[config.mk]
export PLATFORM = sky130hd
export DESIGN_NAME = acd_clock_dividers
export DESIGN_NICKNAME = d
export VERILOG_FILES = /design/src/acd_pkg.sv /design/src/acd_clock_dividers.sv
export VERILOG_INCLUDE_DIRS = /design/src
export SDC_FILE = /design/constraint.sdc
export NUM_CORES = 1
export LEC_CHECK = 0
export BUFFER_PORTS_ARGS = -buffer_cell sky130_fd_sc_hd__buf_4
export CAP_MARGIN = 30
export CELL_PAD_IN_SITES_DETAIL_PLACEMENT = 1
export CELL_PAD_IN_SITES_GLOBAL_PLACEMENT = 1
export CORE_ASPECT_RATIO = 1.25
export CORE_MARGIN = 2
export CORE_UTILIZATION = 40
export DETAILED_ROUTE_END_ITERATION = 16
export GPL_ROUTABILITY_DRIVEN = 0
export GPL_TIMING_DRIVEN = 0
export PLACE_DENSITY_LB_ADDON = 0.1
export SYNTH_ARGS = -nofsm -noshare
export SYNTH_HDL_FRONTEND = slang
export SYNTH_SLANG_ARGS = --single-unit
[constraint.sdc]
create_clock -name MCLK -period 3.2 [get_ports MCLK]
set_input_delay 0.48 -clock MCLK [delete_from_list [all_inputs] [get_ports MCLK]]
set_output_delay 0.48 -clock MCLK [all_outputs]
set_load 0.03 [all_outputs]
[src/acd_regs.svh]
`ifndef ACD_REGS_SVH
`define ACD_REGS_SVH

// Division ratios of the two on-chip dividers.
`define ACD_VID_DIV 11'h465
`define ACD_PLL_DIV_DOUBLE 11'h200
`define ACD_PLL_DIV_NORMAL 11'h400

// Reset values of the divider state.
`define ACD_CNT_RST 11'h000
`define ACD_SYNC_RST 3'h0
`define ACD_SEL_RST 2'h0

`endif

[src/acd_pkg.sv]
package acd_pkg;

  typedef logic [10:0] acd_cnt_t;

  // Three-stage input sampler: [0] and [1] synchronise, [2] holds the previous value.
  typedef logic [2:0] acd_sync_t;

  typedef struct packed {
    acd_sync_t vid_sync;
    acd_sync_t pll_sync;
    acd_sync_t mclk_sync;
    logic [1:0] sel_sync;
    acd_cnt_t vid_cnt;
    acd_cnt_t pll_cnt;
    logic vid_pulse;
    logic pll_out;
    logic core_tick;
  } acd_state_t;

endpackage : acd_pkg

[src/acd_clock_dividers.sv]
`timescale 1ns/10ps
`include "acd_regs.svh"
// Operation
// - Select high: core clock ticks on both input edges, doubling 256x to 512x.
// - Video reference clock is divided by 1125, giving 24 kHz feedback.
// - PLL oscillator clock is divided by 512 in doubler mode.
// - Divided video output is a pulse exactly one clock period wide.
// - Select low: PLL oscillator divider divides by 1024 instead.
module acd_clock_dividers #(
  parameter logic [10:0] VID_DIV = `ACD_VID_DIV,
  parameter logic [10:0] PLL_DIV_DOUBLE = `ACD_PLL_DIV_DOUBLE,
  parameter logic [10:0] PLL_DIV_NORMAL = `ACD_PLL_DIV_NORMAL
) (
  input wire logic MCLK,
  input wire logic RESETN,
  input wire logic VIDEO_REF_CLOCK_IN,
  input wire logic PLL_OSC_CLOCK_IN,
  input wire logic MASTER_CLOCK_IN,
  input wire logic CLOCK_MULTIPLY_SEL,
  output logic PLL_FEEDBACK_DIVIDED_OUT,
  output logic VIDEO_REF_DIVIDED_OUT,
  output logic CORE_CLOCK_TICK
);

  acd_pkg::acd_state_t st_q;
  acd_pkg::acd_state_t st_d;

  // Edge detectors read stage 1 and the held copy in stage 2, never stage 0.
  function automatic logic rise(
    input acd_pkg::acd_sync_t s
  );
    rise = s[1] & ~s[2];
  endfunction : rise

  function automatic logic fall(
    input acd_pkg::acd_sync_t s
  );
    fall = ~s[1] & s[2];
  endfunction : fall

  // Next-state pieces, each but dbl from one small function of this module.
  logic dbl;
  logic [10:0] pll_div;
  logic [10:0] pll_half;
  logic [10:0] vid_last;
  logic [10:0] pll_last;
  logic vid_edge;
  logic pll_edge;
  logic mclk_rise;
  logic mclk_fall;
  logic vid_wrap;
  logic [10:0] vid_cnt_next;
  logic [10:0] pll_cnt_next;
  logic pll_level_next;
  logic tick_next;

  // One sampler step: the pin enters stage 0 and the older stages move up.
  function automatic acd_pkg::acd_sync_t sync_step(
    input acd_pkg::acd_sync_t s,
    input logic pin
  );
    sync_step = {s[1:0], pin};
  endfunction : sync_step

  // The strap has no edge detector, so it needs no held copy.
  function automatic logic [1:0] strap_step(
    input logic [1:0] s,
    input logic pin
  );
    strap_step = {s[0], pin};
  endfunction : strap_step

  // Last count value of a divider of the given ratio.
  function automatic acd_pkg::acd_cnt_t last_of(
    input acd_pkg::acd_cnt_t ratio
  );
    last_of = ratio - 11'h001;
  endfunction : last_of

  // Count at which the square wave turns high; an odd ratio loses its spare count.
  function automatic acd_pkg::acd_cnt_t half_of(
    input acd_pkg::acd_cnt_t ratio
  );
    half_of = {1'b0, ratio[10:1]};
  endfunction : half_of

  // A count above the last value also wraps, so a stray count cannot run away.
  function automatic acd_pkg::acd_cnt_t cnt_step(
    input acd_pkg::acd_cnt_t cnt,
    input acd_pkg::acd_cnt_t last
  );
    if (cnt >= last) begin
      cnt_step = `ACD_CNT_RST;
    end else begin
      cnt_step = cnt + 11'h001;
    end
  endfunction : cnt_step

  // The count only moves on a detected input edge.
  function automatic acd_pkg::acd_cnt_t cnt_next(
    input acd_pkg::acd_cnt_t cnt,
    input acd_pkg::acd_cnt_t last,
    input logic edge_seen
  );
    if (edge_seen) begin
      cnt_next = cnt_step(cnt, last);
    end else begin
      cnt_next = cnt;
    end
  endfunction : cnt_next

  // True on the edge that takes the count from its last value back to zero.
  function automatic logic wrap_of(
    input acd_pkg::acd_cnt_t cnt,
    input acd_pkg::acd_cnt_t last,
    input logic edge_seen
  );
    if (edge_seen && (cnt >= last)) begin
      wrap_of = 1'b1;
    end else begin
      wrap_of = 1'b0;
    end
  endfunction : wrap_of

  // Low for the first half of the ratio, high for the second.
  function automatic logic level_of(
    input acd_pkg::acd_cnt_t cnt,
    input acd_pkg::acd_cnt_t half
  );
    if (cnt >= half) begin
      level_of = 1'b1;
    end else begin
      level_of = 1'b0;
    end
  endfunction : level_of

  // Doubler mode takes both input edges, otherwise only rising ones.
  function automatic logic tick_of(
    input logic rise_seen,
    input logic fall_seen,
    input logic double_mode
  );
    if (double_mode) begin
      tick_of = rise_seen | fall_seen;
    end else begin
      tick_of = rise_seen;
    end
  endfunction : tick_of

  // Ratio of the oscillator divider for the strapped mode.
  function automatic acd_pkg::acd_cnt_t pll_ratio(
    input logic double_mode
  );
    if (double_mode) begin
      pll_ratio = PLL_DIV_DOUBLE;
    end else begin
      pll_ratio = PLL_DIV_NORMAL;
    end
  endfunction : pll_ratio

  // The strap is sampled all the time; a mode change in mid-count is not handled.
  assign dbl = st_q.sel_sync[1];
  assign pll_div = pll_ratio(dbl);
  assign pll_half = half_of(pll_div);
  assign vid_last = last_of(VID_DIV);
  assign pll_last = last_of(pll_div);

  // Edges as the samplers see them, two clocks after the pin moves.
  assign vid_edge = rise(st_q.vid_sync);
  assign pll_edge = rise(st_q.pll_sync);
  assign mclk_rise = rise(st_q.mclk_sync);
  assign mclk_fall = fall(st_q.mclk_sync);

  assign vid_wrap = wrap_of(st_q.vid_cnt, vid_last, vid_edge);
  assign vid_cnt_next = cnt_next(st_q.vid_cnt, vid_last, vid_edge);
  assign pll_cnt_next = cnt_next(st_q.pll_cnt, pll_last, pll_edge);
  assign pll_level_next = level_of(pll_cnt_next, pll_half);
  assign tick_next = tick_of(mclk_rise, mclk_fall, dbl);

  // Every state bit is computed here and registered in the process below.
  always_comb begin
    st_d = st_q;
    st_d.vid_sync = sync_step(st_q.vid_sync, VIDEO_REF_CLOCK_IN);
    st_d.pll_sync = sync_step(st_q.pll_sync, PLL_OSC_CLOCK_IN);
    st_d.mclk_sync = sync_step(st_q.mclk_sync, MASTER_CLOCK_IN);
    st_d.sel_sync = strap_step(st_q.sel_sync, CLOCK_MULTIPLY_SEL);
    st_d.core_tick = tick_next;
    st_d.vid_cnt = vid_cnt_next;
    // One clock wide, so the far comparator has to act on edges.
    st_d.vid_pulse = vid_wrap;
    st_d.pll_cnt = pll_cnt_next;
    // The level moves on the same edge as the count that it follows.
    st_d.pll_out = pll_level_next;
  end

  always_ff @(posedge MCLK or negedge RESETN) begin
    if (!RESETN) begin
      st_q.vid_sync <= `ACD_SYNC_RST;
      st_q.pll_sync <= `ACD_SYNC_RST;
      st_q.mclk_sync <= `ACD_SYNC_RST;
      st_q.sel_sync <= `ACD_SEL_RST;
      // Counters start from zero, so the first video pulse comes a whole ratio after release and the first divider rise half a ratio.
      st_q.vid_cnt <= `ACD_CNT_RST;
      st_q.pll_cnt <= `ACD_CNT_RST;
      st_q.vid_pulse <= 1'b0;
      st_q.pll_out <= 1'b0;
      st_q.core_tick <= 1'b0;
    end else begin
      st_q <= st_d;
    end
  end

  assign PLL_FEEDBACK_DIVIDED_OUT = st_q.pll_out;
  assign VIDEO_REF_DIVIDED_OUT = st_q.vid_pulse;
  assign CORE_CLOCK_TICK = st_q.core_tick;

endmodule : acd_clock_dividers

==> metrics.md <==
| Metric | Value |
|---|---|
| GRT Total Usage | `17.3%` |
| Vias in the first global route | `1380` |
| Top post-synthesis cells by area | `dfrtp_1, ha_1, nor2_1` |
| Cell Pwr Density | `630 nW/µm²` |
| MaxCap Viol Count | `0` |
| Worst path cell trace | `ha_1 > nand3_1 > nor3_1 > xnor2_1 > or2_2 > ha_1 > o2111a_1 > o311ai_0 > o2111ai_1` |
| Total I/O pin count | `9` |
| Area grow syn2layout | `15.3%` |
| CTS root buf | `clkbuf_8` |
| Clk_skew | `5.53 ps` |
| Synth top cells by count | `dfrtp_1, nor2_1, nand2_1` |
| Synthesized instance count | `161` |
| Fin. max-slew vios | `0` |
| Reg2reg setup slack | `between 500 and 600 ps` |
| Sum of negative setup slack | `0 ps` |
| Post-route DRC | `0` |
| Post-CTS setup buffers | `0` |
| Number of synthesized flops with an enable pin | `0` |
| DRT iter0 DRCs | `36` |
| Critical Path End Type | `flop` |
| H-tree depth | `2` |
| Cts bufs inserted | `5` |
| Status | `completed` |
| Worst hold path class | `input port to async pin` |
| Post-synth ARST share | `100%` |
| DR vias/cell | `between 5 and 6` |
| Top cell type's share of synthesized area | `53.9%` |
| Critical Path Stages | `9` |
| Setup violators final | `0` |
| Post-Synth Adder-Cell Area | `5.24%` |
| # resized after CTS | `0` |
| Setup crit end | `PLL_FEEDBACK_DIVIDED_OUT$_DFF_PN0_` |
| Post-placement cell count | `225` |
| Via Count | `1219` |
| Core Region | `4070 µm²` |
| Portion of netlist area occupied by mux cells | `under 10%` |
| Clk Latency, worst-skew pair | `around 290 ps` |
| Post-synthesis xor/xnor area fraction | `under 10%` |
| Top_reg_cell synth | `dfrtp_1` |
| I/O Buffers | `8` |
| Routed WL per cell | `14.2 µm` |
| Yosys reg bits | `36` |
| Share of cells above drive strength 1 | `12.4%` |
| Antenna Cells | `0` |
| FF/Latch Area | `901 µm²` |
| # nets final | `189` |
| R2R Path End | `PLL_FEEDBACK_DIVIDED_OUT$_DFF_PN0_` |
| Slew headroom | `60.9%` |
| CP top delay family | `simple AND/OR/NAND/NOR gates` |
| Syn Area/Cell | `about 10 µm²` |
| Final hold violations | `0` |
| Initial antenna violation count | `0` |
| Post-route ant nets | `0` |
| Crit path top cell by count | `ha_1` |
| Worst path required time | `3340 ps` |
| Worst-Margin Slew | `~580 ps` |
| Slowest CP cell | `dfrtp_1` |
| Final Cycle Share | `around 80%` |
| Die area | `around 4700 µm²` |
| Row count | `26` |
| Worst setup path class | `flop to flop` |
| Final non-filler cell total | `233` |
| Yosys top cell by area | `dfrtp_1` |
| F_max | `380 MHz` |
| Largest net degree at the start of global routing | `37` |
| Fillers | `roughly 460` |
| Dpl hpwl | `2390 µm` |
| Routed WL | `3310 µm` |
| Post-synthesis net count | `174` |
| Router iterations before antenna repair | `4` |
| VDD IR max | `between 300 and 400 µV` |
| Chip height | `approximately 76 µm` |
| Largest family of logic cells by synthesized area | `simple AND/OR/NAND/NOR gates` |
| Worst stage delay on the critical path | `around 450 ps` |
| Crit-path max FO | `7` |
| Seq/Total Area, Yosys | `between 50% and 60%` |
| Initial core utilization | `between 40% and 50%` |
| Most common cell in the synthesized netlist | `dfrtp_1` |
| Synth unique cells | `37` |
| Worst Reg2Reg Path Length in Cells | `9` |
| Critical Path AT | `2770 ps` |
| Clk slew on worst S/H paths | `70 ps` |
| First-pass GRT wire length | `roughly 6200 µm` |
| Minimum clock period | `2630 ps` |
| Hold-fix buffers at CTS | `0` |
| LEAKAGE | `0.855 nW` |
| Sink Count | `36` |
| Simple-gate share of the synthesized area | `21.4%` |
| Synth Area in Compound Gates | `9.21%` |
| CTS tree | `yes` |
| CP startpoint | `st_q[3]$_DFF_PN0_` |
| Reg2reg start | `st_q[3]$_DFF_PN0_` |
| Gr ovfl total | `0` |
| Multi-input logic area | `724 µm²` |
| Synthesized area | `1670 µm²` |
| Crit path launch type | `flop` |
| RSZ-0062 raised after global routing | `no` |
| Longest Clk Path Bufs | `2` |
| Synth Warn # | `0` |
| Die X | `just over 60 µm` |
| WP buf/inv | `0` |
==> flip-flops by register name, indices dropped and copies added (netlist names) <==
register	count
VIDEO_REF_DIVIDED_OUT	1
st_d	7
CORE_CLOCK_TICK	1
dbl	1
st_q	25
PLL_FEEDBACK_DIVIDED_OUT	1
==> per-stage QoR <==
stage / total power [mW] / hold slack (ps) / util [%] / cell area [µm²] / setup slack, ps
6_report: 1.21 / 142 / 47.4 / 1930 / 570
4_1_cts: 1.23 / 151 / 47.4 / 1930 / 556
5_1_grt: 1.30 / 168 / 47.4 / 1930 / 350
3_3_place_gp: 0.767 / 332 / 44.3 / 1800 / 671
3_5_place_dp: 0.784 / 338 / 44.3 / 1800 / 590
2_1_floorplan: 0.712 / 184 / - / 1670 / 1010
==> worst register-to-register path, stage by stage (launching register included) <==
cell	delay [ps]
dfrtp_1	450
ha_1	310
nand3_1	210
nor3_1	360
xnor2_1	130
or2_2	290
ha_1	300
o2111a_1	140
o311ai_0	110
o2111ai_1	190
==> where the power goes <==
group	total, mW	internal, mW	switching, mW
combinational	0.173	0.0767	0.0963
clock	0.439	0.275	0.164
sequential	0.603	0.516	0.0861
total	1.21	0.868	0.347
==> layer usage <==
| layer | up-vias | wire length [µm] | global-route usage [%] |
|---|---|---|---|
| li1 | 589 | - | - |
| met1 | 616 | 1350 | 20.0 |
| met2 | 10 | 1850 | 29.2 |
| met3 | 4 | 69 | 4.75 |
| met4 | 0 | 38 | 6.81 |
| met5 | - | 0 | 0 |
==> cell type report <==
cell class                 count  share of cell area (%)
sequential                    36                    46.7
multi-input combinational    115                    37.6
clock buffer                   7                    5.00
tap                           56                    3.63
timing repair buffer           8                    3.11
clock inverter                 1                    1.56
buffer                         4                    1.23
inverter                       6                    1.17
==> kinds of logic after synthesis <==
kind of cell,count (synthesis)
xor+xnor,12
buf+inv,10
mux,2
flops,36
fa+ha+maj,7
compound gates,24
simple gates,70
==> layout by cell type (no fill, tap or decap), types with 2 or more instances in the layout <==
master and count:
o311ai_0 2, ha_1 7, xnor2_1 6, and3_1 3
buf_4 8, o31ai_1 2, nand2_1 14, o21ai_0 9
or2_2 2, inv_1 6, nor3_1 6, clkbuf_8 7
nand2b_1 3, clkbuf_1 2, a21oi_1 5, nand3_1 8
nor2_1 17, xor2_1 6, nand4_1 4, nor2b_1 2
or3_1 2, nor4_1 2, mux2i_1 2, dfrtp_1 36
==> worst min-delay path by stage <==
| stage | from | to | slack, ps | cells after the start |
|---|---|---|---|---|
| after global placement | st_d[31]$_DFF_PN0_ | st_d[32]$_DFF_PN0_ | 330 | 0 |
| after CTS | RESETN | st_d[32]$_DFF_PN0_ | 150 | 1 |
| after floorplan | RESETN | CORE_CLOCK_TICK$_DFF_PN0_ | 180 | 0 |
| final | RESETN | st_q[5]$_DFF_PN0_ | 140 | 1 |
| after detailed placement | st_d[31]$_DFF_PN0_ | st_d[32]$_DFF_PN0_ | 340 | 0 |
| after global routing | RESETN | st_q[21]$_DFFE_PN0P_ | 170 | 1 |
Note: power is estimated with default switching activity, not from simulation.
